--- config.mk ---
export PLATFORM = sky130hd
export DESIGN_NAME = timer_divider_pwm
export DESIGN_NICKNAME = d
export VERILOG_FILES = /design/src/logic/tdp_pkg.sv /design/src/logic/tdp_tick_gen.sv /design/src/logic/timer_divider_pwm.sv
export SDC_FILE = /design/constraint.sdc
export NUM_CORES = 1
export LEC_CHECK = 0
export BUFFER_PORTS_ARGS = -buffer_cell sky130_fd_sc_hd__buf_2
export CORE_MARGIN = 4
export CORE_UTILIZATION = 54
export DETAILED_ROUTE_END_ITERATION = 8
export GPL_ROUTABILITY_DRIVEN = 0
export PLACE_DENSITY = 0.91
export SLEW_MARGIN = 20
export SYNTH_ARGS = -nofsm -noshare
export SYNTH_HDL_FRONTEND = slang
export SYNTH_SLANG_ARGS = --single-unit
--- constraint.sdc ---
create_clock -name sys_clk -period 2.5 [get_ports sys_clk]
set_clock_uncertainty 0.2 [all_clocks]
set_input_delay 0.125 -clock sys_clk [delete_from_list [all_inputs] [get_ports sys_clk]]
set_output_delay 0.125 -clock sys_clk [all_outputs]
set_load 0.01 [all_outputs]
--- src/logic/tdp_pkg.sv ---
// Constants and types shared by the timer divider and PWM block
package tdp_pkg;
	localparam int CNT_W = 8;
	localparam logic [7:0] CNT_ZERO = 8'h00;
	localparam logic [7:0] CNT_ONE = 8'h01;
	localparam logic [7:0] CNT_MAX = 8'hFF;
	localparam logic [7:0] REG_RST = 8'h00;
	localparam logic FLOP_RST = 1'b0;
	localparam logic [1:0] TAP_W = 2'h2;
	typedef enum logic [1:0] {
		TDP_MODE_IDLE = 2'b00,
		TDP_MODE_DIV = 2'b01,
		TDP_MODE_PWM = 2'b10
	} tdp_mode_e;
endpackage

--- src/logic/tdp_tick_gen.sv ---
// Source clock enable pulse generator with selectable divider tap
module tdp_tick_gen
	import tdp_pkg::*;
#(
	parameter int DIV_W = 12
) (
	// Clock and reset
	input wire logic sys_clk,
	input wire logic rst,
	// Control
	input wire logic [1:0] tapSel,
	// Tick out
	output logic tick
);
	logic [DIV_W-1:0] divCnt_q, divCnt_d;
	logic tick_q, tick_d;
	logic [DIV_W-1:0] tapMask;

	// Tap 0 every cycle, else power-of-four divisions
	always_comb begin
		tapMask = '0;
		case (tapSel)
			2'h0: tapMask = '0;
			2'h1: tapMask = DIV_W'(4'hF) >> 2;
			2'h2: tapMask = DIV_W'(8'h3F) >> 2;
			default: tapMask = DIV_W'(12'hFFF) >> 2;
		endcase
		divCnt_d = divCnt_q + DIV_W'(1);
		tick_d = ((divCnt_q & tapMask) == tapMask);
	end

	always_ff @(posedge sys_clk) begin
		if (rst) begin
			divCnt_q <= '0;
			tick_q <= 1'b0;
		end else begin
			divCnt_q <= divCnt_d;
			tick_q <= tick_d;
		end
	end

	assign tick = tick_q;
endmodule

--- src/logic/timer_divider_pwm.sv ---
// Eight-bit timer with divider output and PWM output modes
// Functional notes
// - Divider mode: count ticks, on period match toggle flop, clear, raise irq
// - Divider mode yields a square wave with equal high and low times
// - Divider pin is always the inverse of the output flop
// - Software may load the flop any value; reset clears it to zero
// - Period register is unbuffered; a write takes effect at once
// - Stopping holds the pin; flop value rewritten only after the stop
// - Clearing run stops counting; then writing zero to flop drives pins high
// - PWM mode: toggle flop on duty match, keep counting
// - PWM overflow toggles flop again, clears counter, raises irq
// - PWM pin is inverse of flop; preset selects pulse polarity
// - Running PWM duty write buffered, moved to active at next irq
// - Stopped counter: duty write moves to active register at once
// - Duty read during PWM returns active register contents
// - PWM stop holds pin; flop value changed only after stop
// - Run bit one starts counting, zero halts it
module timer_divider_pwm
	import tdp_pkg::*;
(
	// Clock and reset
	input wire logic sys_clk,
	input wire logic rst,
	// Control bits
	input wire logic runControlBit,
	input wire logic pwmModeSel,
	input wire logic [1:0] dividerTapSelect,
	input wire logic flopInitWe,
	input wire logic flopInitVal,
	// Data registers
	input wire logic periodWe,
	input wire logic [tdp_pkg::CNT_W-1:0] periodWdata,
	input wire logic dutyWe,
	input wire logic [tdp_pkg::CNT_W-1:0] dutyWdata,
	// Status and readback
	output logic [tdp_pkg::CNT_W-1:0] periodCompareReg,
	output logic [tdp_pkg::CNT_W-1:0] dutyReadData,
	output logic [tdp_pkg::CNT_W-1:0] countValue,
	output logic timerMatchIrq,
	// Pins
	output logic dividerOutPin,
	output logic pulseModOutPin
);
	import tdp_pkg::*;

	logic tick;
	logic [CNT_W-1:0] cnt_q, cnt_d;
	logic [CNT_W-1:0] period_q, period_d;
	logic [CNT_W-1:0] dutyBuf_q, dutyBuf_d;
	logic [CNT_W-1:0] dutyAct_q, dutyAct_d;
	logic flop_q, flop_d;
	logic irq_q, irq_d;
	logic divPin_q, divPin_d;
	logic pwmPin_q, pwmPin_d;
	tdp_mode_e mode;
	logic tmrEvt;

	tdp_tick_gen #(
		.DIV_W(12)
	) u_tick (
		.sys_clk(sys_clk),
		.rst(rst),
		.tapSel(dividerTapSelect),
		.tick(tick)
	);

	always_comb begin
		if (!runControlBit)
			mode = TDP_MODE_IDLE;
		else if (pwmModeSel)
			mode = TDP_MODE_PWM;
		else
			mode = TDP_MODE_DIV;
	end

	always_comb begin
		cnt_d = cnt_q;
		flop_d = flop_q;
		period_d = period_q;
		dutyBuf_d = dutyBuf_q;
		dutyAct_d = dutyAct_q;
		irq_d = 1'b0;
		tmrEvt = 1'b0;
		if (periodWe)
			period_d = periodWdata;
		if (dutyWe)
			dutyBuf_d = dutyWdata;
		case (mode)
			TDP_MODE_DIV: begin
				if (tick) begin
					if (cnt_q + CNT_ONE == period_q) begin
						// Match on the incremented value so the half period is period ticks
						flop_d = ~flop_q;
						cnt_d = CNT_ZERO;
						tmrEvt = 1'b1;
					end else begin
						cnt_d = cnt_q + CNT_ONE;
					end
				end
			end
			TDP_MODE_PWM: begin
				if (tick) begin
					cnt_d = cnt_q + CNT_ONE;
					if (cnt_q == CNT_MAX) begin
						flop_d = ~flop_q;
						tmrEvt = 1'b1;
					end else if (cnt_q + CNT_ONE == dutyAct_q) begin
						flop_d = ~flop_q;
					end
				end
			end
			default: begin
				// Stopped: counter clears, pins hold unless the flop is loaded
				cnt_d = CNT_ZERO;
				if (flopInitWe)
					flop_d = flopInitVal;
				if (dutyWe)
					dutyAct_d = dutyWdata;
			end
		endcase
		if (tmrEvt) begin
			irq_d = 1'b1;
			// Transfer uses the buffer as already stored; a same-cycle write lands next time
			dutyAct_d = dutyBuf_q;
		end
		divPin_d = ~flop_d;
		pwmPin_d = ~flop_d;
	end

	always_ff @(posedge sys_clk) begin
		if (rst) begin
			cnt_q <= CNT_ZERO;
			flop_q <= FLOP_RST;
			period_q <= REG_RST;
			dutyBuf_q <= REG_RST;
			dutyAct_q <= REG_RST;
			irq_q <= 1'b0;
			divPin_q <= ~FLOP_RST;
			pwmPin_q <= ~FLOP_RST;
		end else begin
			cnt_q <= cnt_d;
			flop_q <= flop_d;
			period_q <= period_d;
			dutyBuf_q <= dutyBuf_d;
			dutyAct_q <= dutyAct_d;
			irq_q <= irq_d;
			divPin_q <= divPin_d;
			pwmPin_q <= pwmPin_d;
		end
	end

	assign countValue = cnt_q;
	assign periodCompareReg = period_q;
	assign dutyReadData = dutyAct_q;
	assign timerMatchIrq = irq_q;
	assign dividerOutPin = divPin_q;
	assign pulseModOutPin = pwmPin_q;

	// Assertions
	property p_pin_inverse;
		@(posedge sys_clk) disable iff (rst) dividerOutPin == ~flop_q;
	endproperty
	a_pin_inverse: assert property (p_pin_inverse) else $error("div pin not inverse");

	property p_pwm_inverse;
		@(posedge sys_clk) disable iff (rst) pulseModOutPin == ~flop_q;
	endproperty
	a_pwm_inverse: assert property (p_pwm_inverse) else $error("pwm pin not inverse");

	property p_div_match;
		@(posedge sys_clk) disable iff (rst)
		(mode == TDP_MODE_DIV && tick && cnt_q + CNT_ONE == period_q)
		|=> (timerMatchIrq && cnt_q == CNT_ZERO && flop_q != $past(flop_q));
	endproperty
	a_div_match: assert property (p_div_match) else $error("div match missed");

	property p_pwm_ovf;
		@(posedge sys_clk) disable iff (rst)
		(mode == TDP_MODE_PWM && tick && cnt_q == CNT_MAX)
		|=> (timerMatchIrq && cnt_q == CNT_ZERO && dutyAct_q == $past(dutyBuf_q));
	endproperty
	a_pwm_ovf: assert property (p_pwm_ovf) else $error("pwm overflow wrong");

	property p_pwm_duty;
		@(posedge sys_clk) disable iff (rst)
		(mode == TDP_MODE_PWM && tick && cnt_q != CNT_MAX && cnt_q + CNT_ONE == dutyAct_q)
		|=> (flop_q != $past(flop_q) && !timerMatchIrq);
	endproperty
	a_pwm_duty: assert property (p_pwm_duty) else $error("pwm duty toggle missed");

	property p_stop_hold;
		@(posedge sys_clk) disable iff (rst)
		(!runControlBit && !flopInitWe) |=> $stable(dividerOutPin);
	endproperty
	a_stop_hold: assert property (p_stop_hold) else $error("pin moved while stopped");

	property p_stop_duty;
		@(posedge sys_clk) disable iff (rst)
		(!runControlBit && dutyWe) |=> dutyReadData == $past(dutyWdata);
	endproperty
	a_stop_duty: assert property (p_stop_duty) else $error("stopped duty not loaded");

	property p_run_hold;
		@(posedge sys_clk) disable iff (rst)
		(runControlBit && !tmrEvt) |=> dutyAct_q == $past(dutyAct_q);
	endproperty
	a_run_hold: assert property (p_run_hold) else $error("duty changed mid period");

	property p_idle_count;
		@(posedge sys_clk) disable iff (rst) !runControlBit |=> countValue == CNT_ZERO;
	endproperty
	a_idle_count: assert property (p_idle_count) else $error("count while stopped");

	c_div_event: cover property (@(posedge sys_clk) mode == TDP_MODE_DIV && tmrEvt);
	c_pwm_event: cover property (@(posedge sys_clk) mode == TDP_MODE_PWM && tmrEvt);
	c_flop_load: cover property (@(posedge sys_clk) !runControlBit && flopInitWe);
endmodule

# Word-level counts from Yosys, hierarchy flattened
# Index checks and enable logic that the tools add are counted.
[word_totals] register_bits=48 input_bits=26 wordCells=53
[op_classes] addsub=2 n_eq_ne=11 n_mux=23 bitwise=3 reduce_logical=5
[ops] operator="two-way mux 8 bit" count=6
[ops] operator="case mux 10 bit (3 select lines)" count=1
[ops] operator="== test 8 bit" count=2
[ops] operator="case mux 8 bit (2 select lines)" count=1
[ops] operator="adder 12 x 1 -> 12 bit, second input constant" count=1
[ops] operator="AND 12 x 10 -> 12 bit" count=1
[ops] operator="== test 12 x 10 -> 1 bit" count=1
[ops] operator="two-way mux 1 bit" count=11
[ops] operator="adder 8 x 1 -> 8 bit, second input constant" count=1
[ops] operator="== test 8 bit, second input constant" count=1
[ops] operator="!= test 2 x 1 -> 1 bit, second input constant" count=3
[ops] operator="== test 2 x 1 -> 1 bit, second input constant" count=2
[ops] operator="== test 2 bit, second input constant" count=2
[ops] operator="two-way mux 2 bit" count=2
[ops] operator="case mux 1 bit (2 select lines)" count=2
[ops] operator="AND reduction 2 bit" count=2
[ops] operator="logical NOT 2 bit" count=1
[ops] operator="inverter 1 bit" count=2
[ops] operator="nonzero test 2 bit" count=1
[ops] operator="OR reduction 2 bit" count=1

# Depth between registers and ports, before layout
# Gate-level depths: netlist of the first run.
[logic_depth] depth_word=7 mapped_depth=9

# Cells and area by module
# A second synthesis of the first run with hierarchy kept.
[hier_totals] hier_cells=276 area_unflattened_um2=2456.1
[by_module_without_submodules] module="timer_divider_pwm" instances=1 cells_per_inst=225 area_each_um2=1988.2
[by_module_without_submodules] module="tdp_tick_gen" instances=1 cells_per_inst=51 area_each_um2=467.9

# Least setup slack after synthesis of the first run
# Ideal clock, no wire load.
[synth_path] path_kind="reg-to-reg" startpoint="reg cnt_q[1] (netlist: countValue[1])" endpoint="reg dutyAct_q[7] (netlist: dutyReadData[7])" t_arrival_ns=2.029 t_required_ns=2.172 slack_ns=0.143 path_stages_with_launch=9 synth_period_minus_slack_ns=2.357 cell_sequence="dfxtp_1 ha_1 xor2_1 xnor2_1 nand2_1 nor4_4 o211ai_4 mux2i_1 nor2_1"
[synth_via] elab_chain_len=7 elab_cells_between_ends=12 classes_between="add/sub: 1; eq/ne: 3; mux: 6; reduce/logical: 2"
[synth_lines] item="from (decl)" line="timer_divider_pwm.sv:47" rtl="logic [CNT_W-1:0] cnt_q, cnt_d;"
[synth_lines] item="from (signal assigned)" line="timer_divider_pwm.sv:141" rtl="cnt_q <= cnt_d;"
[synth_lines] item="adder 8 x 1 -> 8 bit" line="timer_divider_pwm.sv:91" rtl="if (cnt_q + CNT_ONE == period_q) begin"
[synth_lines] item="== test 8 bit" line="timer_divider_pwm.sv:91"
[synth_lines] item="two-way mux 1 bit" line="timer_divider_pwm.sv:91"
[synth_lines] item="two-way mux 1 bit" line="timer_divider_pwm.sv:90" rtl="if (tick) begin"
[synth_lines] item="case mux 1 bit (2 select lines) *" line="timer_divider_pwm.sv:88" rtl="case (mode)"
[synth_lines] item="!= test 2 x 1 -> 1 bit (no source line) or nonzero test 2 bit (tied branches)"
[synth_lines] item="AND reduction 2 bit (no source line)"
[synth_lines] item="to (signal assigned)" line="timer_divider_pwm.sv:145" rtl="dutyAct_q <= dutyAct_d;"
[synth_lines] item="to (decl)" line="timer_divider_pwm.sv:50" rtl="logic [CNT_W-1:0] dutyAct_q, dutyAct_d;"
# Mark *: on every way between the ends. The rest lies on a longest branch, timed or not.
# A chain may end at the register's enable or synchronous reset.

# Worst setup path after layout of the first run
[layout_path] startpoint="reg cnt_q[0] (netlist: countValue[0])" endpoint="reg cnt_q[0] (netlist: countValue[0])"
[layout_via] elab_chain_len=5 elab_cells_between_ends=6 classes_between="add/sub: 1; eq/ne: 1; mux: 4"
[layout_lines] item="adder 8 x 1 -> 8 bit *" line="timer_divider_pwm.sv:91, timer_divider_pwm.sv:97, timer_divider_pwm.sv:103"
[layout_lines] item="== test 8 bit" line="timer_divider_pwm.sv:91"
[layout_lines] item="two-way mux 8 bit" line="timer_divider_pwm.sv:91"
[layout_lines] item="two-way mux 8 bit" line="timer_divider_pwm.sv:90"
[layout_lines] item="case mux 8 bit (2 select lines) *" line="timer_divider_pwm.sv:88"
# Mark *: on every way between the ends. The rest lies on a longest branch, timed or not. The select of a mux whose other input is x is not followed.

==> results.txt, run 1 <==
- Outcome: complete, but fails checks
- The final reports fail on setup timing.
- Worst Min Path Start: pwmModeSel
* Pin count of the biggest net entering global routing: 40
- For the worst-skew pair, the clock arrives at the later sink with an insertion delay of 0.31 ns.
- Vias: 2534
- Iteration-0 DRC count of the detailed router: 354
- TritonCTS created 5 clock buffers.
- Measured against its own limit, the worst slew margin works out to 0.5398.
- DRT Wirelength: 7355 um
- Syn avg cell area: 9.061 um^2
- Clock-pin slew was measured on the worst setup and hold paths at 0.09 ns.
- For the worst setup path, the data required time is 2.48 ns.
- Together, buffers and inverters on the worst path number 2.
- Total track usage: 0.2347
- When the netlist entered floorplanning its net count stood at 305.
* Stage delay of the slowest cell on the critical path: 0.37 ns
- Critical Path Fanout Max: 8
- Starting Density: 0.5686
- EDFF count, synth: 0
* Number of primary I/O pins: 53
- IO buf count: 52
- Category of cells accounting for the largest share of critical-path delay: simple AND/OR/NAND/NOR gates
* Clock net sink count: 46
- Initial antenna violation count: 0
* Total power per unit cell area: 455.7 mW/mm^2
- Number of hold violations in the final report: 0
* Pre-antenna DRT Iters: 6
* Final nets: 383
* Startpoint of the worst-slack reg-to-reg timing path: countValue[0]
* Global routing usage on met3: 0.05083
- CTS root buffer: sky130_fd_sc_hd__clkbuf_8
- Share of Yosys cell area claimed by the top area cell type: 0.3669
- The number of global-route vias before repair was 2257.
- After synthesis, the netlist uses 50 different library cells.
- Final standard cell count with taps included and fillers excluded: 408
* Sequential-to-total area share from yosys stat: 0.3669
- Summing all placed instances gives a cell area of 0.002856 mm^2.
- Average wire per cell in the routed design: 18.03 um
* Final Max Slew Viols: 0
- Of the cells placed in the final design, the portion with a size suffix greater than 1 is 0.3118.
- Floorplan row count: 24
- Critical Path Start Type: flip-flop
* Maximum level of the CTS H-tree: 2
* Final period demand of the worst path: 2.508 ns
* Clk buf depth: 2
- Max-cap violations in this run came to 0.
- Placed wire-length estimate: 4517 um
* Worst min-delay path class: in -> reg
- Library cell with the largest summed area after synthesis: sky130_fd_sc_hd__dfxtp_1
* Number of placed instances, taps included: 379
- Timing analysis after detailed placement gives a worst setup slack of -0.006747 ns.
- Max IR drop VDD: 307.0 uV
- Post-synthesis sequential element count: 46
- In the synthesized netlist the dominant register cell turns out to be sky130_fd_sc_hd__dfxtp_1.
- In this run the standard cell core region covers 0.004414 mm^2.
* Final routed DRC violation total: 0
- Antenna Violating Nets Remaining: 0
- Layout overhead on the synthesized area: 28.96%
* Kind of end point of the critical path: flip-flop
- The Yosys step of the flow raised 0 warnings.
* Vertical extent of the die: 76.18 um
- In this run the horizontal extent of the chip is 76.18 um.
* First-pass GRT wire length: 11380 um
- Slack of the worst reg-to-reg path: -0.008 ns
- Fraction of synthesis flops using an asynchronous set or reset pin: 0
- The analysis attributes to cell leakage a power of 0.001470 uW.
- Gate count after technology mapping: 277
- Layout Utilization: 0.7333
* Critical-path top delay cell: sky130_fd_sc_hd__dfxtp_2
* CP Data Arrival Time: 2.49 ns
* Met2 routing resource usage after global routing: 0.3861
- Most used standard cells in the synthesized netlist: sky130_fd_sc_hd__dfxtp_1, sky130_fd_sc_hd__nor2_1, sky130_fd_sc_hd__mux2i_1
- The total overflow left after global routing is 0.
- Summing every instance area after synthesis gives 0.002510 mm^2.
- Area of all placed cells without fillers: 0.003237 mm^2
* CTS tree: built
- Cell with the most instances after synthesis: sky130_fd_sc_hd__dfxtp_1
- Critical path launch point: countValue[0]
- For met1 alone, demand over resource in global routing was 0.3043.
- Most Used Layer, Global Route: met2
- Highest clock frequency the design can meet: 398.7 MHz
- Cell breakdown of the critical path: buf_4 > and4_1 > and3_1 > o22ai_2 > nor4_4 > buf_6 > or2b_1 > mux2_2 > nor2_1
- Main area contributors after synthesis: sky130_fd_sc_hd__dfxtp_1, sky130_fd_sc_hd__mux2i_1, sky130_fd_sc_hd__nor2_1
- Vias/cell: 6.211
- Final cycle utilization of the critical path: 1.003
- Setup violations remaining at the end of the flow were counted as 1.
- Die area: 0.005803 mm^2
* Category of the critical setup timing path: reg -> reg
- The repair_antennas step left the layout with diodes totalling 0.
* Transition time of the tightest slew-check pin: 0.6903 ns
- Once routing completed, OpenROAD measured the worst setup slack at -0.007966 ns.
==> cells by family after synthesis <==
logic type | share of synthesized area
compound gates | 0.1226
fa+ha+maj | 0.009968
simple gates | 0.2208
flops | 0.3669
buf+inv | 0.04536
xor+xnor | 0.09023
mux | 0.1441
==> metrics by stage <==
step                      hold WS, ns  total power (uW)   TNS [ns]
after floorplan               0.07213             918.1          0
after global placement         0.1613             973.6          0
after detailed placement       0.1706             981.4  -0.006747
after CTS                     0.01904              1469          0
after global routing          0.05233              1533    -0.4167
final                         0.02874              1475  -0.007966
==> repair_timing <==
item | 4_1_cts | 5_1_grt
endpoints found under the setup margin | 8 | 17
hold buffers | 19 | 0
hold endpoints to repair | 18 | 0
setup buffers | 1 | 1
pin swaps | 1 | 3
resized for setup | 0 | 18
==> placed cells by master (no fill, tap or decap), drive strengths merged, types with 3 or more instances in the layout <==
cell / Yosys / routed
mux2i: 26 / 26
nand4: 3 / 3
nor2: 38 / 38
clkbuf: 7 / 5
nor2b: 6 / 6
and4: 3 / 3
or3: 3 / 3
dfxtp: 46 / 46
o21ai: 10 / 10
xor2: 14 / 14
buf: 11 / 70
inv: 4 / 6
mux2: 9 / 9
a21oi: 14 / 14
nand2b: 5 / 5
dlygate4sd3: 0 / 19
and3: 6 / 6
o41ai: 5 / 5
nand3: 9 / 9
xnor2: 11 / 11
nor4: 4 / 4
nand2: 16 / 16
o211ai: 3 / 3
==> final cells by class <==
class / count / area (um^2)
inverter: 4 / 15.01
multi-input combinational: 209 / 1528
tap: 52 / 65.06
fill: 276 / 1177
sequential: 46 / 932.1
timing repair buffer: 89 / 605.6
clock buffer: 5 / 68.82
clock inverter: 3 / 22.52
==> report_power, final <==
| part | internal, uW | switching, uW |
|---|---|---|
| combinational | 108 | 106 |
| sequential | 759 | 28.0 |
| clock | 202 | 271 |
| total | 1070 | 405 |
==> tightest hold or removal path: stages <==
cell,delay [ns]
sky130_fd_sc_hd__buf_2,0.15
sky130_fd_sc_hd__nand3b_1,0.15
sky130_fd_sc_hd__a21oi_1,0.06
==> final timing paths <==
kind | depth (start not counted) | endpoint
hold / removal | 3 | flop_q
setup / recovery | 9 | countValue[0]
hold reg to reg | 1 | u_tick.divCnt_q[0]
setup reg to reg | 9 | countValue[0]
==> per-layer routing <==
| metal | vias up | wire (um) | part of all wire |
|---|---|---|---|
| met5 | - | 0 | 0 |
| met4 | 0 | 177 | 0.024 |
| met3 | 20 | 634 | 0.086 |
| met2 | 163 | 3618 | 0.49 |
| met1 | 1222 | 2925 | 0.40 |
| li1 | 1129 | - | - |
==> state kept, by name, indices dropped and copies added (netlist names), 8 cells and up <==
signal and flops:
u_tick.divCnt_q 10, countValue 8, dutyBuf_q 8, dutyReadData 8, periodCompareReg 8
Note: power is estimated with default switching activity, not from simulation.
==> run 2, diff against run 1 <==
--- a/config.mk
+++ b/config.mk
@@ -5,13 +5,13 @@
 export SDC_FILE = /design/constraint.sdc
 export NUM_CORES = 1
 export LEC_CHECK = 0
+export ABC_AREA = 1
 export BUFFER_PORTS_ARGS = -buffer_cell sky130_fd_sc_hd__buf_2
 export CORE_MARGIN = 4
-export CORE_UTILIZATION = 54
+export CORE_UTILIZATION = 35
 export DETAILED_ROUTE_END_ITERATION = 8
 export GPL_ROUTABILITY_DRIVEN = 0
-export PLACE_DENSITY = 0.91
-export SLEW_MARGIN = 20
+export PLACE_DENSITY = 0.68
 export SYNTH_ARGS = -nofsm -noshare
 export SYNTH_HDL_FRONTEND = slang
 export SYNTH_SLANG_ARGS = --single-unit
==> run 2 against run 1 <==
Against the previous run:
- the flow now finishes without violations
- sequential power rose by 0.5%
- design area is 4.3% lower
- total power is 7.2% higher
- fmax up 9.5%
- synthesized area shrank 6.5%
- register-to-register slack better by 0.22 ns
- die area is 39% higher
- sequential cell count is the same
- critical path depth grew 5
- combinational power increased by 5%
- critical path type unchanged
- largest cell class unchanged
==> results.txt, run 2 <==
- Setup repair after global routing left no endpoint under its margin.
- The floorplan die height is 89.87 um (+18%).
- Switching power summed over all nets: 389.4 uW (-3.9%)
- Fraction of synthesis flops using an asynchronous set or reset pin: 0 (unchanged)
- The net count after synthesis is 381 (+25%).
- The number of vias per cell after detailed routing was 4.889 (-21%).
* Mux share of post-synthesis cell area: 0 (-0.1441)
- Main area contributors after synthesis: sky130_fd_sc_hd__dfxtp_1, sky130_fd_sc_hd__nand2_1, sky130_fd_sc_hd__nor2_1
- The leakage power was 0.001449 uW (-1.4%).
- The part of the cycle the worst path needs came to 0.9163 (-0.08693).
* Critical Path Start Type: flip-flop
- Post-synth cell types: 29 (-42%)
* First-pass GRT wire length: 10970 um (-3.6%)
- Slack of the worst reg-to-reg path: 0.21 ns (+0.22 ns)
* Max IR drop VDD: 357.1 uV (+16%)
- Die width: 89.87 um (+18%)
- The count of endpoints failing hold in the final timing report was 0 (unchanged).
- The area share of and/or/nand/nor cells after synthesis was 0.3424 (+0.1216).
- The post-route setup TNS is 0 ns (+0.007966 ns).
* Top reg by flops: u_tick.divCnt_q
* Share of Yosys cell area claimed by the top area cell type: 0.3925 (+0.02563)
* Most used standard cells in the synthesized netlist: sky130_fd_sc_hd__nand2_1, sky130_fd_sc_hd__nor2_1, sky130_fd_sc_hd__dfxtp_1
* Pre-antenna DRT Iters: 4 (-2)
* Antenna Violating Nets Remaining: 0 (unchanged)
- Yosys instantiated no cell more often than sky130_fd_sc_hd__nand2_1.
- The upper clock frequency limit was 436.6 MHz (+9.5%).
* Final Max Slew Viols: 0 (unchanged)
* Final nets: 464 (+21%)
* Maxcap violations: 0 (unchanged)
- The number of synthesis warnings came to 0 (unchanged).
* Area of the core: 0.006422 mm^2 (+45%)
- The library cells used most frequently in the layout, excluding fill and tap cells, are sky130_fd_sc_hd__nand2_1, sky130_fd_sc_hd__nor2_1, sky130_fd_sc_hd__buf_2, sky130_fd_sc_hd__dfxtp_1, sky130_fd_sc_hd__nand3_1.
- Final setup vio count: 0 (-1)
- The post-synthesis instance area is 0.002346 mm^2 (-6.5%).
* Starting Density: 0.3653 (-0.2033)
* Overall overflow remaining after global route: 0 (unchanged)
- The sequential area share after synthesis is 0.3925 (+0.02563).
- Setup repair bufs after CTS: 0 (-1)
* Flip-flop cell with the highest count after synthesis: sky130_fd_sc_hd__dfxtp_1
- By area, the combinational part of the netlist is dominated by simple AND/OR/NAND/NOR gates.
* Final routed DRC violation total: 0 (unchanged)
- Share of the synthesized area in compound gates (AO/OA/AOI/OAI): 0.1531 (+0.03043)
- Fraction of power spent switching nets: 0.2462 (-0.02844)
* Layout overhead on the synthesized area: 32.05%
- The internal power of the cells was 1192 uW (+11%).
* Syn avg cell area: 6.646 um^2 (-27%)
- For this design, the slowest cell found on the critical path is sky130_fd_sc_hd__dfxtp_2.
- Category of cells accounting for the largest share of critical-path delay: simple AND/OR/NAND/NOR gates
* Die area: 0.008077 mm^2 (+39%)
- The sequential power share was 0.500 (-0.034).
- Gate count after technology mapping: 353 (+27%)
* EDFF count, synth: 0 (unchanged)
* Antenna diode count: 0 (unchanged)
- Final period demand of the worst path: 2.291 ns (-0.2173 ns)
- CTS root buffer: sky130_fd_sc_hd__clkbuf_8
- The number of buffers and inverters on the critical path was 2 (unchanged).
* Post-synthesis sequential element count: 46 (unchanged)
- The xor and xnor fraction of the mapped netlist area came to 0.01493 (-0.07530).
- CTS tree: built
* Total power per unit cell area: 510.5 mW/mm^2 (+12%)
- The required time at the worst-slack endpoint was 2.49 ns (about the same).
- Floorplan row count: 29 (+21%)
- Critical Path Fanout Max: 14 (+6)
* Part of the power in combinational logic: 0.142 (-0.004)
- The post-detailed-route wirelength per cell was 12.68 um (-30%).
* Number of primary I/O pins: 53 (unchanged)
- The maximum number of pins on one net before global-route repair was 20 (-50%).
- Kind of end point of the critical path: flip-flop
- The HPWL after detailed placement is 4766 um (+5.5%).
- IO buf count: 52 (unchanged)
- Worst min-delay path class: in -> reg
* Outcome: finished, final reports clean
- Clk pwr share: 0.358 (+0.037)
- The number of inserted filler cells in the final layout is 639 (+130%).
- Total track usage: 0.1636 (-0.07109)
- Share of cells above drive strength 1: 0.1560 (-0.1558)
- The arithmetic-cell share of the synthesized area counting full adders, half adders and majority gates came to 0.01067 (+0.0006966).
* Final standard cell count with taps included and fillers excluded: 513 (+26%)
* Stage delay of the slowest cell on the critical path: 0.39 ns (+0.02 ns)
- Among the stages of the critical path, the cell type that occurs most often is sky130_fd_sc_hd__nand2_1.
- Iteration-0 DRC count of the detailed router: 184 (-48%)
- Leaving out fill and tap cells, the most frequent cell in the layout is sky130_fd_sc_hd__nand2_1.
- The worst relative slew slack is 0.6254 (+0.08565).
- Initial antenna violation count: 0 (unchanged)
- Traced cell by cell, the critical path runs through ha_1 > nand2_1 > inv_2 > nand3_1 > nand2_1 > nand2_1 > nand2_1 > nor2_1 > nand3_1 > nand2_1 > nand2_4 > inv_1 > o21ai_0 > nor2_1.
- The number of H-tree levels is 2 (unchanged).
* Number of placed instances, taps included: 475 (+25%)
* Clock net sink count: 46 (unchanged)
- CP Data Arrival Time: 2.28 ns (-0.21 ns)
* Cts bufs inserted: 5 (unchanged)
* Library cell with the largest summed area after synthesis: sky130_fd_sc_hd__dfxtp_1
- The number of global-route vias before repair is 2402 (+6.4%).
- The actual transition at the worst max-transition pin came to 0.5598 ns (-0.1305 ns).
- Category of the critical setup timing path: reg -> reg
- DRT Wirelength: 6507 um (-12%)
- Vias: 2508 (-1.0%)
- Clk buf depth: 2 (unchanged)
- Max reg flops: 10 (unchanged)
- The insertion delay of the later-clocked pin in the worst-skew pair came to 0.30 ns (about the same).
- The clock-pin slew of the registers on the worst-case setup and hold paths was 0.08 ns (about the same).
-- run 2: final timing paths --
path	from	end	cells after the start
worst max-delay path	countValue[1]	dutyReadData[5]	14
worst min-delay path	flopInitVal	pulseModOutPin	6
worst max register to register	countValue[1]	dutyReadData[5]	14
worst min register to register	u_tick.divCnt_q[0]	u_tick.divCnt_q[0]	1
-- run 2: tightest hold or removal path, delay by kind of cell --
| kind | cells | cell delay [ns] |
|---|---|---|
| compound gates | 2 | 0.14 |
| simple gates | 3 | 0.16 |
| buf+inv | 1 | 0.07 |
-- run 2: cells by family (layout without fill, tap and decap cells) --
| logic type | count (synthesis) | count (layout) |
|---|---|---|
| and+or+nand+nor | 187 | 187 |
| DFF | 46 | 46 |
| AOI/OAI and AO/OA | 65 | 65 |
| xor gates and xnor gates | 4 | 4 |
| adders and majority gates | 2 | 2 |
| buffers and inverters | 49 | 132 |
-- run 2: power groups by stage --
stage | registers (uW) | clock network, uW | logic, uW
finish | 791 | 566 | 225
global route | 796 | 613 | 253
CTS | 790 | 578 | 224
detailed placement | 808 | 0 | 182
global placement | 807 | 0 | 180
floorplan | 809 | 0 | 105
-- run 2: area by class of cell --
cell class / instances / area [um^2] / area share
multi-input cells: 258 / 1227 / 0.3962
repair buffers: 86 / 593.1 / 0.1914
well taps: 77 / 96.34 / 0.03110
inverters: 39 / 146.4 / 0.04725
clock buffers: 6 / 82.58 / 0.02666
flip-flops and latches: 46 / 922.1 / 0.2977
clock inverters: 1 / 30.03 / 0.009693
-- run 2: what timing repair did --
item	CTS	global route
endpoints found under the hold margin	23	0
setup endpoints to repair	0	17
resized for setup	0	2
hold buffers	31	0
-- run 2: metrics by stage --
step                      utilization  total power [uW]  cell area, um^2  hold slack (ns)  setup slack (ns)
after floorplan                     -             914.6             2346          0.05990            0.3182
after global placement         0.4155             987.3             2669           0.1527            0.2750
after detailed placement       0.4155             989.8             2669           0.1569            0.1423
after CTS                      0.4814              1592             3092          0.05040           0.09312
after global routing           0.4824              1662             3098          0.09800          0.001673
final                          0.4824              1582             3098          0.05494            0.2094
-- run 2: routing by layer --
layer	global-route usage	part of all wire	up-vias
met5	0	0	-
met4	0.04847	0.013	0
met3	0.03172	0.064	8
met2	0.2751	0.47	67
met1	0.2132	0.46	1115
li1	-	-	1318
